--- src/hw/xfer_cfg.svh ---
`ifndef XFER_CFG_SVH
`define XFER_CFG_SVH

// register byte addresses
`define OFS_INSTR   8'h00
`define OFS_WORK    8'h04
`define OFS_FLAGS   8'h08
`define OFS_TMODE   8'h0C
`define OFS_STATUS  8'h10
`define OFS_COUNT   8'h14

// instruction word fields
`define OPC_MSB     10
`define OPC_LSB     8
`define ARG_MSB     7
`define ARG_LSB     0

// timer mode run bit and reset values
`define TMODE_RUN   5
`define TMODE_RST   8'h00
`define FLAGS_RST   4'h0
`define WORK_RST    8'h00
`define COUNT_RST   16'h0000
`define INSTR_RST   16'h0000

// bus answers
`define RESP_OKAY   2'h0
`define RESP_SLVERR 2'h2
`endif

--- src/hw/xfer_pkg.sv ---
package xfer_pkg;
    typedef enum logic [2:0] {
        OP_LOAD_IMM, OP_STORE_MEM, OP_LOAD_MEM, OP_LOAD_IO,
        OP_STORE_IO, OP_TABLE_HIGH, OP_TABLE_LOW, OP_SNAPSHOT
    } opcode_type;

    typedef enum {ST_IDLE, ST_EXEC, ST_TABLE2} state_type;

    typedef struct packed {
        logic signed_range_flag;
        logic half_borrow_flag;
        logic borrow;
        logic result_null;
    } flags_type;

    typedef struct packed {
        logic        rd;
        logic        wr;
        logic        wide;
        logic [7:0]  addr;
        logic [15:0] wdata;
    } dmem_req_type;

    typedef struct packed {
        logic       rd;
        logic       wr;
        logic [7:0] addr;
        logic [7:0] wdata;
    } io_req_type;
endpackage

--- src/hw/data_transfer_instr_exec.sv ---
`timescale 1ns/10ps
`include "xfer_cfg.svh"
module data_transfer_instr_exec
    import xfer_pkg::*;
(
    input  wire logic        clock,
    input  wire logic        srst,
    input  wire logic        awvalid,
    output logic             awready,
    input  wire logic [7:0]  awaddr,
    input  wire logic        wvalid,
    output logic             wready,
    input  wire logic [31:0] wdata,
    input  wire logic [3:0]  wstrb,
    output logic             bvalid,
    input  wire logic        bready,
    output logic [1:0]       bresp,
    input  wire logic        arvalid,
    output logic             arready,
    input  wire logic [7:0]  araddr,
    output logic             rvalid,
    input  wire logic        rready,
    output logic [31:0]      rdata,
    output logic [1:0]       rresp,
    output dmem_req_type     dmem_req,
    input  wire logic [15:0] dmem_rdata,
    output io_req_type       io_req,
    input  wire logic [7:0]  io_rdata,
    output logic             prog_rd,
    output logic [15:0]      prog_addr,
    input  wire logic [15:0] prog_rdata
);
    ////////////////////////////////////////////////////////////////////////
    // helpers

    function automatic opcode_type op_of(input logic [15:0] word);
        op_of = opcode_type'(word[`OPC_MSB:`OPC_LSB]);
    endfunction

    function automatic logic is_mapped(input logic [7:0] addr);
        is_mapped = addr == `OFS_INSTR || addr == `OFS_WORK ||
                    addr == `OFS_FLAGS || addr == `OFS_TMODE ||
                    addr == `OFS_STATUS || addr == `OFS_COUNT;
    endfunction

    function automatic logic is_zero(input logic [7:0] value);
        is_zero = value == 8'h00;
    endfunction

    ////////////////////////////////////////////////////////////////////////
    // state

    state_type   state;
    state_type   next_state;
    logic [15:0] instr;
    logic [15:0] next_instr;
    logic [7:0]  work_register;
    logic [7:0]  next_work;
    flags_type   flags;
    flags_type   next_flags;
    logic [7:0]  timer_mode_reg;
    logic [7:0]  next_tmode;
    logic [15:0] pointer;
    logic [15:0] next_pointer;
    logic [15:0] count;
    logic        aw_held;
    logic        next_aw_held;
    logic [7:0]  aw_addr;
    logic [7:0]  next_aw_addr;
    logic        w_held;
    logic        next_w_held;
    logic [31:0] w_data;
    logic [31:0] next_w_data;
    logic [3:0]  w_strb;
    logic [3:0]  next_w_strb;
    logic        next_bvalid;
    logic [1:0]  next_bresp;
    logic        next_rvalid;
    logic [31:0] next_rdata;
    logic [1:0]  next_rresp;
    logic        do_write;
    logic [31:0] lane_mask;
    logic        start;
    opcode_type  op;

    wide_counter counter_u (
        .clock  (clock),
        .srst   (srst),
        .enable (timer_mode_reg[`TMODE_RUN]),
        .count  (count)
    );

    ////////////////////////////////////////////////////////////////////////
    // register bus slave

    // a held channel refuses the next item until the write commits
    assign awready  = !aw_held;
    assign wready   = !w_held;
    assign arready  = !rvalid;
    assign do_write = aw_held && w_held && !bvalid;
    assign lane_mask = {{8{w_strb[3]}}, {8{w_strb[2]}},
                        {8{w_strb[1]}}, {8{w_strb[0]}}};
    // an instruction written while one is running is dropped
    assign start = do_write && aw_addr == `OFS_INSTR && state == ST_IDLE
                   && w_strb[1:0] != 2'h0;
    assign op = op_of(instr);

    always_comb
    begin
        next_aw_held = aw_held;
        next_aw_addr = aw_addr;
        next_w_held  = w_held;
        next_w_data  = w_data;
        next_w_strb  = w_strb;
        next_bvalid  = bvalid;
        next_bresp   = bresp;
        next_rvalid  = rvalid;
        next_rdata   = rdata;
        next_rresp   = rresp;
        next_tmode   = timer_mode_reg;
        if (awvalid && awready)
        begin
            next_aw_held = 1'b1;
            next_aw_addr = awaddr;
        end
        if (wvalid && wready)
        begin
            next_w_held = 1'b1;
            next_w_data = wdata;
            next_w_strb = wstrb;
        end
        if (do_write)
        begin
            next_aw_held = 1'b0;
            next_w_held  = 1'b0;
            next_bvalid  = 1'b1;
            next_bresp   = is_mapped(aw_addr) ? `RESP_OKAY : `RESP_SLVERR;
            if (aw_addr == `OFS_TMODE)
                next_tmode = (timer_mode_reg & ~lane_mask[7:0])
                             | (w_data[7:0] & lane_mask[7:0]);
        end
        else if (bvalid && bready)
            next_bvalid = 1'b0;
        if (arvalid && arready)
        begin
            next_rvalid = 1'b1;
            next_rresp  = is_mapped(araddr) ? `RESP_OKAY : `RESP_SLVERR;
            unique case (araddr)
                `OFS_INSTR:  next_rdata = {16'h0000, instr};
                `OFS_WORK:   next_rdata = {24'h000000, work_register};
                `OFS_FLAGS:  next_rdata = {28'h0000000, flags};
                `OFS_TMODE:  next_rdata = {24'h000000, timer_mode_reg};
                `OFS_STATUS: next_rdata = {31'h00000000, state != ST_IDLE};
                `OFS_COUNT:  next_rdata = {16'h0000, count};
                default:     next_rdata = 32'h00000000;
            endcase
        end
        else if (rvalid && rready)
            next_rvalid = 1'b0;
    end

    always_ff @(posedge clock)
    begin
        if (srst)
        begin
            aw_held        <= 1'b0;
            aw_addr        <= 8'h00;
            w_held         <= 1'b0;
            w_data         <= 32'h00000000;
            w_strb         <= 4'h0;
            bvalid         <= 1'b0;
            bresp          <= `RESP_OKAY;
            rvalid         <= 1'b0;
            rdata          <= 32'h00000000;
            rresp          <= `RESP_OKAY;
            timer_mode_reg <= `TMODE_RST;
        end
        else
        begin
            aw_held        <= next_aw_held;
            aw_addr        <= next_aw_addr;
            w_held         <= next_w_held;
            w_data         <= next_w_data;
            w_strb         <= next_w_strb;
            bvalid         <= next_bvalid;
            bresp          <= next_bresp;
            rvalid         <= next_rvalid;
            rdata          <= next_rdata;
            rresp          <= next_rresp;
            timer_mode_reg <= next_tmode;
        end
    end

    ////////////////////////////////////////////////////////////////////////
    // instruction execution

    // memories answer in the same cycle, so each access fits one state
    always_comb
    begin
        next_state   = state;
        next_instr   = instr;
        next_work    = work_register;
        next_flags   = flags;
        next_pointer = pointer;
        dmem_req     = '0;
        io_req       = '0;
        prog_rd      = 1'b0;
        prog_addr    = 16'h0000;
        unique case (state)
            ST_IDLE:
            begin
                if (start)
                begin
                    next_instr = w_data[15:0] & lane_mask[15:0];
                    next_state = ST_EXEC;
                end
            end
            ST_EXEC:
            begin
                next_state = ST_IDLE;
                dmem_req.addr = instr[`ARG_MSB:`ARG_LSB];
                io_req.addr   = instr[`ARG_MSB:`ARG_LSB];
                unique case (op)
                    OP_LOAD_IMM:  next_work = instr[`ARG_MSB:`ARG_LSB];
                    OP_STORE_MEM:
                    begin
                        dmem_req.wr    = 1'b1;
                        dmem_req.wdata = {8'h00, work_register};
                    end
                    OP_LOAD_MEM:
                    begin
                        dmem_req.rd = 1'b1;
                        next_work   = dmem_rdata[7:0];
                        next_flags.result_null = is_zero(dmem_rdata[7:0]);
                    end
                    OP_LOAD_IO:
                    begin
                        io_req.rd = 1'b1;
                        next_work = io_rdata;
                        next_flags.result_null = is_zero(io_rdata);
                    end
                    OP_STORE_IO:
                    begin
                        io_req.wr    = 1'b1;
                        io_req.wdata = work_register;
                    end
                    OP_TABLE_HIGH, OP_TABLE_LOW:
                    begin
                        dmem_req.rd   = 1'b1;
                        dmem_req.wide = 1'b1;
                        next_pointer  = dmem_rdata;
                        next_state    = ST_TABLE2;
                    end
                    OP_SNAPSHOT:
                    begin
                        dmem_req.wr    = 1'b1;
                        dmem_req.wide  = 1'b1;
                        dmem_req.wdata = count;
                    end
                endcase
            end
            ST_TABLE2:
            begin
                prog_rd    = 1'b1;
                prog_addr  = pointer;
                next_work  = (op == OP_TABLE_HIGH) ? prog_rdata[15:8]
                                                   : prog_rdata[7:0];
                next_state = ST_IDLE;
            end
        endcase
    end

    always_ff @(posedge clock)
    begin
        if (srst)
        begin
            state         <= ST_IDLE;
            instr         <= `INSTR_RST;
            work_register <= `WORK_RST;
            flags         <= `FLAGS_RST;
            pointer       <= 16'h0000;
        end
        else
        begin
            state         <= next_state;
            instr         <= next_instr;
            work_register <= next_work;
            flags         <= next_flags;
            pointer       <= next_pointer;
        end
    end
endmodule

--- src/hw/wide_counter.sv ---
`timescale 1ns/10ps
`include "xfer_cfg.svh"
module wide_counter
    import xfer_pkg::*;
(
    input  wire logic        clock,
    input  wire logic        srst,
    input  wire logic        enable,
    output logic [15:0]      count
);
    logic [15:0] next_count;

    always_comb
    begin
        next_count = count;
        if (enable)
            next_count = count + 16'h0001;
    end

    always_ff @(posedge clock)
    begin
        if (srst)
            count <= `COUNT_RST;
        else
            count <= next_count;
    end
endmodule

--- config.mk ---
export PLATFORM = sky130hd
export DESIGN_NAME = data_transfer_instr_exec
export DESIGN_NICKNAME = d
export VERILOG_FILES = /design/src/hw/xfer_pkg.sv /design/src/hw/data_transfer_instr_exec.sv /design/src/hw/wide_counter.sv
export VERILOG_INCLUDE_DIRS = /design/src /design/src/hw
export SDC_FILE = /design/constraint.sdc
export NUM_CORES = 1
export LEC_CHECK = 0
export ABC_AREA = 1
export CAP_MARGIN = 20
export CORE_UTILIZATION = 40
export CTS_BUF_LIST = sky130_fd_sc_hd__clkbuf_8 sky130_fd_sc_hd__clkbuf_16
export DETAILED_ROUTE_END_ITERATION = 10
export DONT_BUFFER_PORTS = 1
export PLACE_DENSITY = 0.57
export SLEW_MARGIN = 10
export SYNTH_ARGS = -nofsm -noshare
export SYNTH_HDL_FRONTEND = slang
export SYNTH_SLANG_ARGS = --single-unit
--- constraint.sdc ---
create_clock -name clock -period 1.6 [get_ports clock]
set_input_delay 0.24 -clock clock [delete_from_list [all_inputs] [get_ports clock]]
set_output_delay 0.24 -clock clock [all_outputs]
set_load 0.02 [all_outputs]
==> impl_metrics.ini <==
[clock_network]
path_clk_slew_ps = 50
clock_tree_from_tritoncts = done
clock_sinks = 115
cts_root_buf = sky130_fd_sc_hd__clkbuf_16
cts.path.max_buffers = 2
htreeDepth = 4
insertion_delay_ps = 420
numCtsBuffers = 17

[grt]
wire_length_of_the_first_global_routing_pass_mm = 27.81
grt_start_max_net_pins = 42
gr-total-overflow = 0
grt_use_total_pct = 23.81
grt_antenna_before_repair = 0
grt_pass1_vias = 5603

[timing]
finalHoldViolCount = 0
post-route-worst-setup-slack_ps = -184.8
finalHoldWorstSlack_ps = 25.50
setup_violation_total_in_the_final_timing_report = 60
timing_max_transition_violations_final = 0
unrepaired_setup_endpoints_after_global_routing = yes
fmax_mhz = 560.3
fin_skew_ps = 7.972
fin_crit_sh_pct = 111.6
layout_min_cycle_time_ps = 1785

[finish]
layout-drive-gt1-share_pct = 28.12
filler_cell_count = 1346
fin_nets = 1100
antenna_cells = 0
area.growth.synth_to_final_pct = 42.04
final_cell_area_um2 = 8379

[power]
leakage_nw = 3.618
p_sw_mw = 1.915
cellInternalPower_mw = 5.678
share_seq_of_total_power_pct = 40.7
cellPowerDensity_nw_per_um2 = 906.1
ir_drop_mv = 0.7694
power.share.combinational_pct = 10.6
power_switching_share_pct = 25.22
power.clock.fraction_pct = 48.7

[floorplan]
top_level_ports = 202
core_region_area_um2 = 14480
die-area_um2 = 15240
floorplan.die.width_um = 123.4
initial_utilization_pct = 40.74
row_count = 44
die-height_um = 123.4

[setup_path]
worstPathRequired_ps = 1360
crit_path_max_fanout = 5
max_stage_delay_ps = 390
timing.critical_path.from_type = register
worst_path_class_setup = register to output port
cp_cell_sequence = inv_4 > nor2_4 > nand2_4 > inv_4 > nand2_1 > a21oi_2 > buf_6
timing.critical_path.slowest_stage_cell = sky130_fd_sc_hd__dfxtp_4
cp_dominant_cell_by_count = sky130_fd_sc_hd__inv_4
crit_path_end_kind = output port
data_arrival_time_of_the_critical_path_ps = 1540

[route]
dr_iter_0_viols = 380
drtAntennaViolNets = 0
dr_wl_met2_mm = 8.430
route.vias.total = 6103
wl_per_cell_um = 15.24
wirelength_met1_mm = 8.209
remaining_drc_errors = 0
detail_route.wirelength_mm = 18.20
avgViaCountPerCell = 5.111
drt-pass1-iter-count = 5
top_layer = met4
routed-wl-met3_mm = 1.014

[synthesis]
synth_edf_count = 0
synth_mux_area_share_pct = 0
yosys.area_share.simple_pct = 29.88
yosys_synthesis_warning_count = 0
post-synth-top-area-fraction_pct = 39.02
post_synth_num_cell_types = 32
synth-async-reset-ratio_pct = 0
synth.ff_latch_count = 115
post_synth_instance_area_um2 = 5899
yosys_most_used_dff = sky130_fd_sc_hd__dfxtp_1
synth.top_cells.by_area = sky130_fd_sc_hd__dfxtp_1 (39%), sky130_fd_sc_hd__nand2_1 (11%), sky130_fd_sc_hd__nor2_1 (9.0%), sky130_fd_sc_hd__a21oi_1 (7.6%), sky130_fd_sc_hd__o21ai_0 (7.0%)
yosys.area_share.xor_xnor_pct = 0.2969
synth_adder_area_share_pct = 0.8484
synthDominantAreaCellType = sky130_fd_sc_hd__dfxtp_1
dominant_combinational_cell_family_by_area_after_synthesis = simple AND/OR/NAND/NOR gates
syn-mean-instance-area_um2 = 6.666
synthCells = 885
synth-seq-area-share_pct = 39.02
synth-compound-area-share_pct = 17.16

[placement]
io_buffer_count = 0
gp_congestion = 0.8437
placedInstanceArea_um2 = 6431
detailedPlacementHpwl_mm = 12.07

[worst_hold_path]
min_path_type = input port to register

[run]
cap_viol_max_count = 0

[outcome]
failed_checks = setup timing
status = finished, violations left
## layout make-up
type | count | area [µm²] | share of cell area [%]
Clock buffer | 20 | 466.7 | 5.570
Clock inverter | 12 | 115.1 | 1.374
Inverter | 96 | 429.2 | 5.122
Multi-Input combinational cell | 628 | 3441 | 41.06
Sequential cell | 115 | 2316 | 27.64
Tap cell | 184 | 230.2 | 2.748
Timing Repair Buffer | 138 | 1375 | 16.41
Timing Repair inverter | 1 | 6.256 | 0.07466
## cell usage after synthesis (3+ instances only)
master                     number
sky130_fd_sc_hd__nand2_1      167
sky130_fd_sc_hd__nor4_1         3
sky130_fd_sc_hd__inv_2          4
sky130_fd_sc_hd__nor2_2        10
sky130_fd_sc_hd__nor3_1        28
sky130_fd_sc_hd__o21ai_0       83
sky130_fd_sc_hd__dfxtp_1      115
sky130_fd_sc_hd__nor2_1       141
sky130_fd_sc_hd__nand4_1        4
sky130_fd_sc_hd__clkbuf_1      19
sky130_fd_sc_hd__nand2_2        5
sky130_fd_sc_hd__a21oi_2        4
sky130_fd_sc_hd__o211ai_1       9
sky130_fd_sc_hd__buf_2          9
sky130_fd_sc_hd__nand3_1       47
sky130_fd_sc_hd__buf_4         32
sky130_fd_sc_hd__ha_1           4
sky130_fd_sc_hd__inv_1         89
sky130_fd_sc_hd__clkinv_1       3
sky130_fd_sc_hd__a21oi_1       90
sky130_fd_sc_hd__buf_6          3
## critical path: cells and delay by family, from the launching register on
kind / cells / cell delay [ps]
and+or+nand+nor: 3 / 300
DFF: 1 / 390
buffers and inverters: 3 / 270
AOI/OAI and AO/OA: 1 / 170
## layout by cell type (no fill, tap or decap), types with 5 or more instances in the layout
master                          instances
sky130_fd_sc_hd__a21oi_1               80
sky130_fd_sc_hd__a21oi_2               12
sky130_fd_sc_hd__buf_12                 8
sky130_fd_sc_hd__buf_4                 61
sky130_fd_sc_hd__buf_6                 27
sky130_fd_sc_hd__clkbuf_16             18
sky130_fd_sc_hd__clkinvlp_4             7
sky130_fd_sc_hd__conb_1                18
sky130_fd_sc_hd__dfxtp_1              110
sky130_fd_sc_hd__dlygate4sd3_1         40
sky130_fd_sc_hd__inv_1                 60
sky130_fd_sc_hd__inv_2                 13
sky130_fd_sc_hd__inv_4                 17
sky130_fd_sc_hd__nand2_1              133
sky130_fd_sc_hd__nand2_2               21
sky130_fd_sc_hd__nand2_4               18
sky130_fd_sc_hd__nand3_1               47
sky130_fd_sc_hd__nor2_1               128
sky130_fd_sc_hd__nor2_2                 9
sky130_fd_sc_hd__nor2_4                16
sky130_fd_sc_hd__nor3_1                20
sky130_fd_sc_hd__nor3_2                 5
sky130_fd_sc_hd__nor3_4                 5
sky130_fd_sc_hd__o211ai_1               9
sky130_fd_sc_hd__o21ai_0               61
sky130_fd_sc_hd__o21ai_2               17
## state kept, by name, indices dropped and copies added (netlist names), 2 cells and up, named ones only
register / cells
counter_u.count: 16
w_strb: 2
rdata: 16
work_register: 8
state: 2
w_data: 16
instr: 16
aw_addr: 8
pointer: 16
## layer usage
metal,GRT usage [%],vias up
li1,-,3050
met1,30.89,2785
met2,37.78,225
met3,5.028,43
met4,10.84,0
met5,0,-
## through the flow
stage | setup slack [ps] | power, mW | setup TNS (ps) | cells | utilization [%]
2_1_floorplan | 2.233 | 3.570 | 0 | 902 | -
3_3_place_gp | 60.52 | 3.700 | 0 | 1098 | 44.42
3_5_place_dp | 18.61 | 3.706 | 0 | 1098 | 44.42
4_1_cts | -152.6 | 7.543 | -5964 | 1188 | 55.38
5_1_grt | -268.9 | 7.854 | -9473 | 1194 | 57.87
6_report | -184.8 | 7.593 | -5397 | 1194 | 57.87
## final timing paths
| check | endpoint | slack (ps) | cells past startpoint | from |
|---|---|---|---|---|
| hold reg to reg | aw_addr[2] | 470 | 2 | aw_addr[2] |
| setup reg to reg | work_register[7] | -60 | 9 | state[1] |
| hold / removal | bvalid | 30 | 3 | bready |
| setup / recovery | dmem_req[3] | -180 | 7 | instr[8] |
## repair_timing
action                                  CTS  global route
pin swaps                                16            14
endpoints found under the setup margin   62            82
setup buffers                            14             6
cloned                                    4             1
hold buffers                             40             1
hold endpoints to repair                 79             1
resized for setup                       133           110
## power groups by stage
| stage | clock network, mW | logic, mW | registers (mW) |
|---|---|---|---|
| 2_1_floorplan | 0 | 0.472 | 3.10 |
| 3_3_place_gp | 0 | 0.565 | 3.14 |
| 3_5_place_dp | 0 | 0.569 | 3.14 |
| 4_1_cts | 3.76 | 0.703 | 3.08 |
| 5_1_grt | 3.87 | 0.889 | 3.10 |
| 6_report | 3.70 | 0.803 | 3.09 |
## kinds of logic after synthesis
family / after synthesis
other cells: 1
buf+inv: 159
compound gates: 190
xor+xnor: 2
flops: 115
simple gates: 414
fa+ha+maj: 4
Power figures use the tool's default switching activity.
